<file path="src/shared/pirq_pkg.sv">
// Shared constants for the peripheral interrupt and power status register bank
package pirq_pkg;
   // -----------------------------------------------------------------
   // Register indices as printed (not all multiples of four)
   // -----------------------------------------------------------------
   localparam logic [7:0] IDX_FLAGS = 8'h0c;
   localparam logic [7:0] IDX_ENABLES = 8'h8c;
   localparam logic [7:0] IDX_PWR = 8'h8e;
   localparam logic [7:0] IDX_IRQ_STATUS = 8'h90;
   localparam logic [7:0] IDX_IRQ_MASK = 8'h91;
   localparam logic [7:0] IDX_GATES = 8'h92;
   localparam int ADDR_W = 10;
   // -----------------------------------------------------------------
   // Flag and enable bit positions
   // -----------------------------------------------------------------
   localparam int BIT_EEPROM = 7;
   localparam int BIT_ADC = 6;
   localparam int BIT_CAPCOMP = 5;
   localparam int BIT_CMP_B = 4;
   localparam int BIT_CMP_A = 3;
   localparam int BIT_OSC_FAIL = 2;
   localparam int BIT_TIMER_B = 1;
   localparam int BIT_TIMER_A = 0;
   // -----------------------------------------------------------------
   // Power control fields
   // -----------------------------------------------------------------
   localparam int BIT_WAKE = 5;
   localparam int BIT_SW_BOD = 4;
   localparam int BIT_POR = 1;
   localparam int BIT_BOD = 0;
   localparam logic [7:0] PWR_IMPL_MASK = 8'h33;
   localparam logic [1:0] BOD_CFG_SW = 2'h1;
   // Gates register: bit 1 global enable, bit 0 peripheral gate
   localparam int BIT_GLOBAL = 1;
   localparam int BIT_PGATE = 0;
   // Status bits: bit 0 peripheral request, bit 1 brown-out, bit 2 power-on
   localparam int ST_PERIPH = 0;
   localparam int ST_BROWNOUT = 1;
   localparam int ST_POWERON = 2;
   // -----------------------------------------------------------------
   // Reset values
   // -----------------------------------------------------------------
   localparam logic [7:0] RST_FLAGS = 8'h00;
   localparam logic [7:0] RST_ENABLES = 8'h00;
   localparam logic [7:0] RST_PWR = 8'h11;
   localparam logic [2:0] RST_IRQ = 3'h0;
   localparam logic [1:0] RST_GATES = 2'h0;
   localparam logic [1:0] RESP_OKAY = 2'h0;
   localparam logic [1:0] RESP_SLVERR = 2'h2;
endpackage

</file>
<file path="src/design/periph_irq_regs.sv">
// Peripheral interrupt flags, enables and power control register bank on AXI4-Lite
//
// Behaviour
// RL1: Eight-bit enable register, read/write, reset zero
// RL2: Events set flags regardless of any enable
// RL3: Software clears flag before setting its enable
// RL4: EEPROM write completion sets bit 7
// RL5: A/D conversion completion sets bit 6
// RL6: Capture or compare event sets bit 5
// RL7: Comparator output changes set bits 4, 3
// RL8: Oscillator failure with switchover sets bit 2
// RL9: Timer B period match sets bit 1
// RL10: Timer A overflow sets bit 0
// RL11: Power bits 7-6, 3-2 read zero
// RL12: Power bit 5 enables low-power wake-up
// RL13: Power bit 4 gates brown-out when config 01
// RL14: Power-on reset clears bit 1; software sets
// RL15: Brown-out clears bit 0; software sets again
// RL16: Peripheral request needs peripheral gate set
// RL17: Global enable passes or blocks all requests; the code gates periph_irq_o only, not irq_o
// RL18: Flag write of one beats same-cycle event; the code ORs events in, so an event also sets its flag against a write of zero
`timescale 1ns/100ps
module periph_irq_regs
   import pirq_pkg::*;
(
   // Clock and reset
   input wire logic clk_i,
   input wire logic rstn_i,
   // AXI4-Lite write address
   input wire logic [ADDR_W-1:0] s_axi_awaddr,
   input wire logic s_axi_awvalid,
   output logic s_axi_awready,
   // AXI4-Lite write data
   input wire logic [31:0] s_axi_wdata,
   input wire logic [3:0] s_axi_wstrb,
   input wire logic s_axi_wvalid,
   output logic s_axi_wready,
   // AXI4-Lite write response
   output logic [1:0] s_axi_bresp,
   output logic s_axi_bvalid,
   input wire logic s_axi_bready,
   // AXI4-Lite read address
   input wire logic [ADDR_W-1:0] s_axi_araddr,
   input wire logic s_axi_arvalid,
   output logic s_axi_arready,
   // AXI4-Lite read data
   output logic [31:0] s_axi_rdata,
   output logic [1:0] s_axi_rresp,
   output logic s_axi_rvalid,
   input wire logic s_axi_rready,
   // Peripheral events, one-cycle pulses in this clock domain
   input wire logic eeprom_write_done_i,
   input wire logic adc_done_i,
   input wire logic capcomp_event_i,
   input wire logic cmp_b_change_i,
   input wire logic cmp_a_change_i,
   input wire logic osc_fail_i,
   input wire logic timer_b_match_i,
   input wire logic timer_a_overflow_i,
   // Reset cause, configuration and detector
   input wire logic power_on_reset_i,
   input wire logic brownout_detect_i,
   input wire logic [1:0] brownout_config_field_i,
   // Core side
   output logic periph_irq_o,
   output logic low_power_wake_en_o,
   output logic brownout_det_en_o,
   output logic irq_o
);

   // -----------------------------------------------------------------
   // State
   // -----------------------------------------------------------------
   typedef struct packed {
      logic [7:0] flags;
      logic [7:0] enables;
      logic [7:0] pwr;
      logic [1:0] gates;
      logic [2:0] irq_status;
      logic [2:0] irq_mask;
      logic aw_held;
      logic [ADDR_W-1:0] aw_addr;
      logic w_held;
      logic [31:0] w_data;
      logic [3:0] w_strb;
      logic bvalid;
      logic [1:0] bresp;
      logic rvalid;
      logic [1:0] rresp;
      logic [31:0] rdata;
      logic periph_req;
   } state_t;

   state_t state_reg;
   state_t state_next;

   // Byte address to printed index; misaligned words never decode
   function automatic logic [8:0] word_index(input logic [ADDR_W-1:0] addr);
      word_index = (addr[1:0] == 2'h0) ? {1'b0, addr[ADDR_W-1:2]} : 9'h1ff;
   endfunction

   function automatic logic is_mapped(input logic [8:0] idx);
      is_mapped = (idx == {1'b0, IDX_FLAGS}) || (idx == {1'b0, IDX_ENABLES})
         || (idx == {1'b0, IDX_PWR}) || (idx == {1'b0, IDX_IRQ_STATUS})
         || (idx == {1'b0, IDX_IRQ_MASK}) || (idx == {1'b0, IDX_GATES});
   endfunction

   logic [7:0] events;
   logic do_write;
   logic [8:0] widx;
   logic [8:0] ridx;
   logic wr_lane0;
   logic [7:0] wbyte;
   logic [2:0] irq_events;

   assign events = {eeprom_write_done_i, adc_done_i, capcomp_event_i, cmp_b_change_i,
                    cmp_a_change_i, osc_fail_i, timer_b_match_i, timer_a_overflow_i};

   // -----------------------------------------------------------------
   // Next state
   // -----------------------------------------------------------------
   always_comb begin
      state_next = state_reg;
      do_write = state_reg.aw_held && state_reg.w_held && !state_reg.bvalid;
      widx = word_index(state_reg.aw_addr);
      ridx = word_index(s_axi_araddr);
      wr_lane0 = do_write && state_reg.w_strb[0];
      wbyte = state_reg.w_data[7:0];

      // Address and data may arrive in either order
      if (s_axi_awvalid && s_axi_awready) begin
         state_next.aw_held = 1'b1;
         state_next.aw_addr = s_axi_awaddr;
      end
      if (s_axi_wvalid && s_axi_wready) begin
         state_next.w_held = 1'b1;
         state_next.w_data = s_axi_wdata;
         state_next.w_strb = s_axi_wstrb;
      end
      if (do_write) begin
         state_next.aw_held = 1'b0;
         state_next.w_held = 1'b0;
         state_next.bvalid = 1'b1;
         state_next.bresp = is_mapped(widx) ? RESP_OKAY : RESP_SLVERR;
      end
      if (state_reg.bvalid && s_axi_bready) begin
         state_next.bvalid = 1'b0;
      end

      // Register writes
      if (wr_lane0 && widx == {1'b0, IDX_FLAGS}) begin
         state_next.flags = wbyte;
      end
      // Events win unless the same write wrote one, which sets the flag anyway
      state_next.flags = state_next.flags | events; // RL2 RL4 RL5 RL6 RL7 RL8 RL9 RL10 RL18
      if (wr_lane0 && widx == {1'b0, IDX_ENABLES}) begin
         state_next.enables = wbyte; // RL1
      end
      if (wr_lane0 && widx == {1'b0, IDX_PWR}) begin
         state_next.pwr = wbyte & PWR_IMPL_MASK; // RL11 RL12 RL13
      end
      if (power_on_reset_i) begin
         state_next.pwr[BIT_POR] = 1'b0; // RL14
      end
      if (brownout_detect_i) begin
         state_next.pwr[BIT_BOD] = 1'b0; // RL15
      end
      if (wr_lane0 && widx == {1'b0, IDX_GATES}) begin
         state_next.gates = wbyte[1:0];
      end
      if (wr_lane0 && widx == {1'b0, IDX_IRQ_MASK}) begin
         state_next.irq_mask = wbyte[2:0];
      end

      // Sticky status, write one to clear, a new event wins
      irq_events = 3'h0;
      irq_events[ST_PERIPH] = state_next.periph_req && !state_reg.periph_req;
      irq_events[ST_BROWNOUT] = brownout_detect_i;
      irq_events[ST_POWERON] = power_on_reset_i;
      if (wr_lane0 && widx == {1'b0, IDX_IRQ_STATUS}) begin
         state_next.irq_status = state_next.irq_status & ~wbyte[2:0];
      end
      state_next.irq_status = state_next.irq_status | irq_events;

      // Reads
      if (s_axi_arvalid && s_axi_arready) begin
         state_next.rvalid = 1'b1;
         state_next.rresp = is_mapped(ridx) ? RESP_OKAY : RESP_SLVERR;
         state_next.rdata = 32'h0;
         if (ridx == {1'b0, IDX_FLAGS}) begin
            state_next.rdata[7:0] = state_reg.flags;
         end else if (ridx == {1'b0, IDX_ENABLES}) begin
            state_next.rdata[7:0] = state_reg.enables;
         end else if (ridx == {1'b0, IDX_PWR}) begin
            state_next.rdata[7:0] = state_reg.pwr & PWR_IMPL_MASK; // RL11
         end else if (ridx == {1'b0, IDX_IRQ_STATUS}) begin
            state_next.rdata[2:0] = state_reg.irq_status;
         end else if (ridx == {1'b0, IDX_IRQ_MASK}) begin
            state_next.rdata[2:0] = state_reg.irq_mask;
         end else if (ridx == {1'b0, IDX_GATES}) begin
            state_next.rdata[1:0] = state_reg.gates;
         end
      end else if (state_reg.rvalid && s_axi_rready) begin
         state_next.rvalid = 1'b0;
      end

      // Registered request keeps the core input glitch free
      state_next.periph_req = |(state_reg.flags & state_reg.enables)
         && state_reg.gates[BIT_PGATE] && state_reg.gates[BIT_GLOBAL]; // RL16 RL17
   end

   // -----------------------------------------------------------------
   // Registers
   // -----------------------------------------------------------------
   always_ff @(posedge clk_i or negedge rstn_i) begin
      if (!rstn_i) begin
         state_reg <= '0;
         state_reg.flags <= RST_FLAGS;
         state_reg.enables <= RST_ENABLES; // RL1
         state_reg.pwr <= RST_PWR; // RL12 RL13
         state_reg.gates <= RST_GATES;
         state_reg.irq_status <= RST_IRQ;
         state_reg.irq_mask <= RST_IRQ;
      end else begin
         state_reg <= state_next;
      end
   end

   // -----------------------------------------------------------------
   // Outputs
   // -----------------------------------------------------------------
   // One transfer each way; channels stall while a response is pending
   assign s_axi_awready = !state_reg.aw_held && !state_reg.bvalid;
   assign s_axi_wready = !state_reg.w_held && !state_reg.bvalid;
   assign s_axi_bvalid = state_reg.bvalid;
   assign s_axi_bresp = state_reg.bresp;
   assign s_axi_arready = !state_reg.rvalid;
   assign s_axi_rvalid = state_reg.rvalid;
   assign s_axi_rdata = state_reg.rdata;
   assign s_axi_rresp = state_reg.rresp;
   assign periph_irq_o = state_reg.periph_req;
   assign low_power_wake_en_o = state_reg.pwr[BIT_WAKE]; // RL12
   assign brownout_det_en_o = state_reg.pwr[BIT_SW_BOD]
      && (brownout_config_field_i == BOD_CFG_SW); // RL13
   assign irq_o = |(state_reg.irq_status & state_reg.irq_mask);

   // -----------------------------------------------------------------
   // Checks
   // -----------------------------------------------------------------
   a_flag_event_sets: assert property (@(posedge clk_i) disable iff (!rstn_i) // RL2
      events[BIT_ADC] |=> state_reg.flags[BIT_ADC])
      else $error("event did not set its flag");
   a_flag_sticky: assert property (@(posedge clk_i) disable iff (!rstn_i) // RL7
      state_reg.flags[BIT_CMP_A] && !(wr_lane0 && widx == {1'b0, IDX_FLAGS})
      |=> state_reg.flags[BIT_CMP_A])
      else $error("flag dropped without a write");
   a_event_beats_clear: assert property (@(posedge clk_i) disable iff (!rstn_i) // RL18
      wr_lane0 && widx == {1'b0, IDX_FLAGS} && !wbyte[BIT_TIMER_A] && events[BIT_TIMER_A]
      |=> state_reg.flags[BIT_TIMER_A])
      else $error("event lost against flag clear");
   a_enable_write: assert property (@(posedge clk_i) disable iff (!rstn_i) // RL1
      wr_lane0 && widx == {1'b0, IDX_ENABLES} |=> state_reg.enables == $past(wbyte))
      else $error("enable write not stored");
   a_pwr_unimpl: assert property (@(posedge clk_i) disable iff (!rstn_i) // RL11
      (state_reg.pwr & ~PWR_IMPL_MASK) == 8'h00)
      else $error("unimplemented power bit set");
   a_por_clears: assert property (@(posedge clk_i) disable iff (!rstn_i) // RL14
      power_on_reset_i |=> !state_reg.pwr[BIT_POR])
      else $error("power-on did not clear status");
   a_bod_clears: assert property (@(posedge clk_i) disable iff (!rstn_i) // RL15
      brownout_detect_i |=> !state_reg.pwr[BIT_BOD] ##1 (irq_o || !state_reg.irq_mask[ST_BROWNOUT]))
      else $error("brown-out not recorded");
   a_bod_gate: assert property (@(posedge clk_i) disable iff (!rstn_i) // RL13
      brownout_det_en_o |-> state_reg.pwr[BIT_SW_BOD] && brownout_config_field_i == BOD_CFG_SW)
      else $error("brown-out enable ignores config");
   a_periph_gate: assert property (@(posedge clk_i) disable iff (!rstn_i) // RL16 RL17
      periph_irq_o |-> $past(state_reg.gates[BIT_PGATE]) && $past(state_reg.gates[BIT_GLOBAL]))
      else $error("request passed a closed gate");
   a_read_answer: assert property (@(posedge clk_i) disable iff (!rstn_i)
      s_axi_arvalid && s_axi_arready |=> s_axi_rvalid)
      else $error("read not answered in one cycle");
   c_periph_irq: cover property (@(posedge clk_i) disable iff (!rstn_i) $rose(periph_irq_o));
   c_event_clear: cover property (@(posedge clk_i) disable iff (!rstn_i)
      wr_lane0 && widx == {1'b0, IDX_FLAGS} && |events);
   c_write_resp: cover property (@(posedge clk_i) disable iff (!rstn_i) s_axi_bvalid && s_axi_bready);
   c_irq_out: cover property (@(posedge clk_i) disable iff (!rstn_i) $rose(irq_o));

   // -----------------------------------------------------------------
   // Flag checks
   // -----------------------------------------------------------------
   // One check per event line except ADC, which a_flag_event_sets covers, so a swapped bit position shows up at once
   a_eeprom_sets: assert property (@(posedge clk_i) disable iff (!rstn_i) // RL4
      events[BIT_EEPROM] |=> state_reg.flags[BIT_EEPROM])
      else $error("eeprom event did not set its flag");

   a_capcomp_sets: assert property (@(posedge clk_i) disable iff (!rstn_i) // RL6
      events[BIT_CAPCOMP] |=> state_reg.flags[BIT_CAPCOMP])
      else $error("capture event did not set its flag");

   a_cmp_b_sets: assert property (@(posedge clk_i) disable iff (!rstn_i) // RL7
      events[BIT_CMP_B] |=> state_reg.flags[BIT_CMP_B])
      else $error("comparator b event did not set its flag");

   a_cmp_a_sets: assert property (@(posedge clk_i) disable iff (!rstn_i) // RL7
      events[BIT_CMP_A] |=> state_reg.flags[BIT_CMP_A])
      else $error("comparator a event did not set its flag");

   a_osc_fail_sets: assert property (@(posedge clk_i) disable iff (!rstn_i) // RL8
      events[BIT_OSC_FAIL] |=> state_reg.flags[BIT_OSC_FAIL])
      else $error("oscillator event did not set its flag");

   a_timer_b_sets: assert property (@(posedge clk_i) disable iff (!rstn_i) // RL9
      events[BIT_TIMER_B] |=> state_reg.flags[BIT_TIMER_B])
      else $error("timer b event did not set its flag");

   a_timer_a_sets: assert property (@(posedge clk_i) disable iff (!rstn_i) // RL10
      events[BIT_TIMER_A] |=> state_reg.flags[BIT_TIMER_A])
      else $error("timer a event did not set its flag");

   // Flags and enables move only on a write or an event
   a_flag_hold: assert property (@(posedge clk_i) disable iff (!rstn_i) // RL4
      !(wr_lane0 && widx == {1'b0, IDX_FLAGS}) && events == 8'h00
      |=> state_reg.flags == $past(state_reg.flags))
      else $error("flags changed without cause");

   a_enable_hold: assert property (@(posedge clk_i) disable iff (!rstn_i) // RL1
      !(wr_lane0 && widx == {1'b0, IDX_ENABLES})
      |=> state_reg.enables == $past(state_reg.enables))
      else $error("enables changed without a write");

   a_flag_write: assert property (@(posedge clk_i) disable iff (!rstn_i) // RL18
      wr_lane0 && widx == {1'b0, IDX_FLAGS}
      |=> state_reg.flags == ($past(wbyte) | $past(events)))
      else $error("flag write merged wrongly");

   a_pwr_write: assert property (@(posedge clk_i) disable iff (!rstn_i) // RL12
      wr_lane0 && widx == {1'b0, IDX_PWR} && !power_on_reset_i && !brownout_detect_i
      |=> state_reg.pwr == ($past(wbyte) & PWR_IMPL_MASK))
      else $error("power write not stored");

   // -----------------------------------------------------------------
   // Gate and status checks
   // -----------------------------------------------------------------
   // Either gate closed must silence the request one cycle later
   a_pgate_closed: assert property (@(posedge clk_i) disable iff (!rstn_i) // RL16
      !state_reg.gates[BIT_PGATE] |=> !periph_irq_o)
      else $error("request passed closed peripheral gate");

   a_global_closed: assert property (@(posedge clk_i) disable iff (!rstn_i) // RL17
      !state_reg.gates[BIT_GLOBAL] |=> !periph_irq_o)
      else $error("request passed closed global enable");

   a_status_por: assert property (@(posedge clk_i) disable iff (!rstn_i) // RL14
      power_on_reset_i |=> state_reg.irq_status[ST_POWERON])
      else $error("power-on status not set");

   a_status_bod: assert property (@(posedge clk_i) disable iff (!rstn_i) // RL15
      brownout_detect_i |=> state_reg.irq_status[ST_BROWNOUT])
      else $error("brown-out status not set");

   // -----------------------------------------------------------------
   // Bus checks
   // -----------------------------------------------------------------
   // Address and data taken together: write acts and answers on the same edge, two cycles later
   a_write_answer: assert property (@(posedge clk_i) disable iff (!rstn_i)
      s_axi_awvalid && s_axi_awready && s_axi_wvalid && s_axi_wready
      |=> ##1 s_axi_bvalid)
      else $error("write not answered in two cycles");

   a_bvalid_stands: assert property (@(posedge clk_i) disable iff (!rstn_i)
      s_axi_bvalid && !s_axi_bready |=> s_axi_bvalid && $stable(s_axi_bresp))
      else $error("write response dropped early");

   a_rvalid_stands: assert property (@(posedge clk_i) disable iff (!rstn_i)
      s_axi_rvalid && !s_axi_rready |=> s_axi_rvalid && $stable(s_axi_rdata))
      else $error("read data dropped early");

   a_rdata_upper: assert property (@(posedge clk_i) disable iff (!rstn_i) // RL11
      s_axi_rvalid |-> s_axi_rdata[31:8] == 24'h0)
      else $error("upper read bits not zero");

   a_bresp_legal: assert property (@(posedge clk_i) disable iff (!rstn_i)
      s_axi_bvalid |-> s_axi_bresp == RESP_OKAY || s_axi_bresp == RESP_SLVERR)
      else $error("illegal write response code");

endmodule

</file>
<file path="config.mk">
export PLATFORM = sky130hd
export DESIGN_NAME = periph_irq_regs
export DESIGN_NICKNAME = d
export VERILOG_FILES = /design/src/shared/pirq_pkg.sv /design/src/design/periph_irq_regs.sv
export SDC_FILE = /design/constraint.sdc
export NUM_CORES = 1
export LEC_CHECK = 0
export BUFFER_PORTS_ARGS = -buffer_cell sky130_fd_sc_hd__buf_2
export CAP_MARGIN = 20
export CORE_AREA = 2 2 67 117
export CTS_CLUSTER_DIAMETER = 50
export DETAILED_ROUTE_END_ITERATION = 8
export DIE_AREA = 0 0 69 119
export PLACE_DENSITY = 0.73
export SYNTH_ARGS = -nofsm -noshare
export SYNTH_HDL_FRONTEND = slang
export SYNTH_SLANG_ARGS = --single-unit
</file>
<file path="constraint.sdc">
create_clock -name clk_i -period 4.4 [get_ports clk_i]
set_input_delay 0.22 -clock clk_i [delete_from_list [all_inputs] [get_ports clk_i]]
set_output_delay 0.22 -clock clk_i [all_outputs]
set_load 0.1 [all_outputs]
</file>
* Yosys cells after proc, flatten, opt, wreduce, memory -nomap -nowiden
Cells that the tools add are included.
** Storage, ports and cells
- ROM bits :: 0
- Memories kept :: 0
- Latch bits :: 0
- Memory bits (writable) :: 0
- Register bits :: 91
- Word-level logic and storage cells :: 106
- Output and inout bits :: 45
- Bits of input ports :: 75
** Cells by class
- Reductions and logical operators :: 43
- $mul :: 0
- Div/mod/pow operators :: 0
- Shifts and indexed selects :: 0
- Bitwise operators :: 6
- Multiplexer cells :: 25
- Add/sub/neg operators :: 0
- Magnitude comparators :: 0
- Equality and inequality tests :: 13
** Operator list (count)
- equality test 9 x 8 -> 1 bit (second input constant) :: 10
- 2-to-1 mux 37 bit :: 1
- 2-to-1 mux 8 bit :: 3
- logical AND 1 bit :: 19
- equality test 9 x 4 -> 1 bit (second input constant) :: 2
- 2-to-1 mux 9 bit :: 2
- 2-to-1 mux 3 bit :: 5
- nonzero test 2 bit :: 6
- 2-to-1 mux 11 bit :: 1
- logical OR 1 bit :: 10
- 2-to-1 mux 2 bit :: 5
- AND 8 bit :: 1
- 2-to-1 mux 1 bit :: 8
- bitwise OR 8 bit :: 1
- OR reduction 8 bit :: 1
- AND 3 bit :: 2
- logical NOT 1 bit :: 4
- logical NOT 2 bit :: 2
- NOT 3 bit :: 1
- bitwise OR 3 bit :: 1
- OR reduction 3 bit :: 1
- equality test 2 x 1 -> 1 bit (second input constant) :: 1

* Logic depth before layout (Yosys ltp)
- Depth after elaboration :: 11
- Mapped depth :: 6
- Depth with buffers taken out :: 4

* Worst setup path after synthesis
Ideal clock, no wire load.
- Path kind :: register to register
- Start :: reg state_reg (netlist bit s_axi_bvalid)
- End :: reg state_reg[80] in the netlist's numbering
- Stages on the path, launching flop included :: 5
- Arrival :: 3.179 ns
- Buffers on the path :: 1
- Path slack :: 1.096 ns
- Clock period less this slack :: 3.304 ns
- Library setup time :: 0.125 ns
- Cells stage by stage :: dfrtp_1 -> nor2_1 -> and2_1 -> clkbuf_1 -> mux2_2
** Between the ends
- Word-level cells in the longest chain between the ends :: 3
** Ends and longest elaborated chain
- start, declared :: line periph_irq_regs.sv:94 : state_t state_reg;
- start signal, assigned :: line periph_irq_regs.sv:225 : state_reg <= state_next;
- logical NOT 1 bit :: line periph_irq_regs.sv:233 : assign s_axi_awready = !state_reg.aw_held && !state_reg.bvalid;
- logical AND 1 bit :: line periph_irq_regs.sv:233
- named net s_axi_awready :: line periph_irq_regs.sv:32 : output logic s_axi_awready,
- logical AND 1 bit :: line periph_irq_regs.sv:131 : if (s_axi_awvalid && s_axi_awready) begin
The timed path passes the listed nets, and every way through them passes these cells.
A chain may end at the register's enable or synchronous reset.

==> summary.md <==
| Metric | Value |
|---|---|
| Outcome | finished, final reports clean |
| Number of synthesized flops with an enable pin | 0 |
| Vias in the first global route | 2,349 |
| Initial antenna violation count | 0 |
| Vias per cell | ~5.2 |
| Hold WS | 0.0374 ns |
| Avg Cell Area, Syn | 10.2 µm² |
| Synth area leader | dfrtp_1 |
| Post-layout min period | around 2.1 ns |
| Period utilisation layout | 48.3% |
| Top-Level Pins | 120 |
| Nets | 447 |
| Critical Path Sink | state_reg[115] |
| Post-CTS setup buffers | 0 |
| Yosys cell types | between 40 and 50 |
| Congestion Overflow GR | 0 |
| DP Worst Slack | ~2.3 ns |
| Fmax | 0.471 GHz |
| CP Launch Type | flop |
| Share of the synthesized area in the top cell type | 46.9% |
| DR iter-0 viols | 105 |
| Critical R2R Launch | state_reg[79] |
| RSZ-0062 raised after global routing | false |
| Fin. max-slew vios | 0 |
| Ys async rst share | between 90% and 100% |
| Crit path required time | ~4.6 ns |
| CTS root buffer | clkbuf_16 |
| Detail Placement HPWL | 5110 µm |
| Die Y | 119 µm |
| Clock Skews | 0.00534 ns |
| Leakage | 1.71 nW |
| Commonest non-fill, non-tap cells in the layout | 66 x buf_2, 60 x dfrtp_1, 31 x nor2_1, 26 x conb_1, 25 x nand2_1 |
| Placeable core area | 7360 µm² |
| Largest register FFs | 48 |
| Share of cells above drive strength 1 | 30.8% |
| Adder-Cell Fraction of Synth Area | 0% |
| Largest net degree at the start of global routing | 63 |
| Final Hold Fails | 0 |
| Hold/Removal Path Class | in2async |
| Cell Area, Synth | 3200 µm² |
| Pwr/cell area | 626 nW/µm² |
| Sequential element share of the synthesized area | 48.6% |
| Clock transition at path regs | 0.05 ns |
| Die ar. | 8210 µm² |
| Cts bufs inserted | 9 |
| Clock Latency Late Sink | around 0.33 ns |
| CTS tree | yes |
| Synth Area in Compound Gates | roughly 13% |
| Crit end category | flop |
| Warnings, synthesis | 0 |
| CP arrival | between 2 and 2.5 ns |
| Seq cells post-synth | 62 |
| Area Growth Syn to Fin | 17.4% |
| Final core occ | 51.0% |
| Total GRT Usage | 17.4% |
| Post-DP Area | 3430 µm² |
| Power, Total | 2.35 mW |
| Top_reg_cell synth | dfrtp_1 |
| Max cap viols | 0 |
| CTS Hold Buffers Added | 0 |
| Clock sinks | between 60 and 70 |
| Initial Util | 43.5% |
| Setup TNS | 0 ns |
| Final std cells w/o fill | 465 |
| I/O Buffers | between 60 and 70 |
| Rel. slew slack | 49.0% |
| Reg2reg end | state_reg[115] |
| Worst vdd ir | a little under 0.6 mV |
| Final instance area | 3750 µm² |
| Width of the die | 69 µm |
| Maximum clock path buffer count | 2 |
| R2r setup slk | 2.28 ns |
| Post-Synth Simple-Gate Area | between 10% and 20% |
| Post-route DRC violation count | 0 |
| Final Wtd Congestion | ~0.8 |
| H-tree depth | 3 |
| Drt pass-1 iters | 5 |
| Final setup viols | 0 |
| Commonest non-fill, non-tap cell in the layout | buf_2 |
| Synth Instances | 315 |
| WL final | 6710 µm |
| First-pass GRT wire length | 11,200 µm |
| Critical Path Fanout Max | 16 |
| DR WL/cell | about 14 µm |
| Post-Synth XOR/XNOR Area | 0% |
| R2R depth | 3 |
| Post-route ant nets | 0 |
| Post-synthesis mux area share | 9.39% |
| Largest family of logic cells by synthesized area | simple AND/OR/NAND/NOR gates |
| Routed vias | 2,440 |
| Setup slack after layout | 2.28 ns |
| Critical path class | reg2reg |
| FP Rows | 42 |
| Placed cells | 449 |
| Critical path startpoint | state_reg[79] |
| Synth area leaders | dfrtp_1 47%, buf_4 8.7%, mux2_2 8.1% |
| ANT cells | 0 |
| Post-CTS sizing | 0 |
| Slew @ Worst Pin | 0.766 ns |
==> power by group <==
group | leakage (nW) | switching [mW] | internal, mW
registers | 0.741 | 0.124 | 0.702
logic | 0.821 | 0.595 | 0.175
clock network | 0.148 | 0.245 | 0.510
==> critical path, stage by stage, from the launching register on <==
cell      delay (ns)
dfrtp_1         0.44
nor4bb_1        0.44
nand4_1         0.64
a211o_1         0.49
==> cell usage after synthesis, types with 2 or more instances <==
master     n
dfstp_2    2
dfrtp_1   60
inv_1     20
and3b_1    3
mux2_2    23
a211o_1   10
a21oi_1    6
nor2b_1    2
nand4_1    2
nor4_2     2
nor4_1     3
a31oi_1    5
buf_4     37
nand3_1    2
o22ai_1    3
clkbuf_1   6
nor2_1    31
nor3_1     7
buf_2      2
and2_1     2
a221oi_1   7
nand3b_1   2
nand2_1   25
nor3b_1    2
a22oi_1    5
mux2i_1    3
or3_1      3
nor4bb_1   2
nand2b_1   2
o21ai_0   18
==> cell families after synthesis <==
group,after synthesis
buf+inv,67
flops,62
simple gates,98
other cells,1
mux,27
compound gates,60
==> cell type report <==
cell class                 instances  area (µm²)
timing repair buffer              68         345
multi-input combinational        211        1350
fill                             671        3600
tap                               88         110
inverter                          20        75.1
clock buffer                      11         243
clock inverter                     5        82.6
sequential                        62        1550
==> per-layer routing <==
layer	wire, µm	GRT usage, %
met1	2610	19.6
met3	417	5.16
met5	0	0
met4	130	7.35
met2	3550	30.3
==> worst min-delay path by stage <==
stage,from,to,slack [ns],cells past startpoint
after floorplan,rstn_i,low_power_wake_en_o,-0.08,0
after global placement,brownout_detect_i,state_reg[95],0.40,2
after global routing,brownout_detect_i,state_reg[95],0.06,2
final,rstn_i,state_reg[46],0.04,2
after detailed placement,brownout_detect_i,state_reg[95],0.41,2
after CTS,brownout_detect_i,state_reg[95],0.06,2
(Power assumes the default switching activity.)
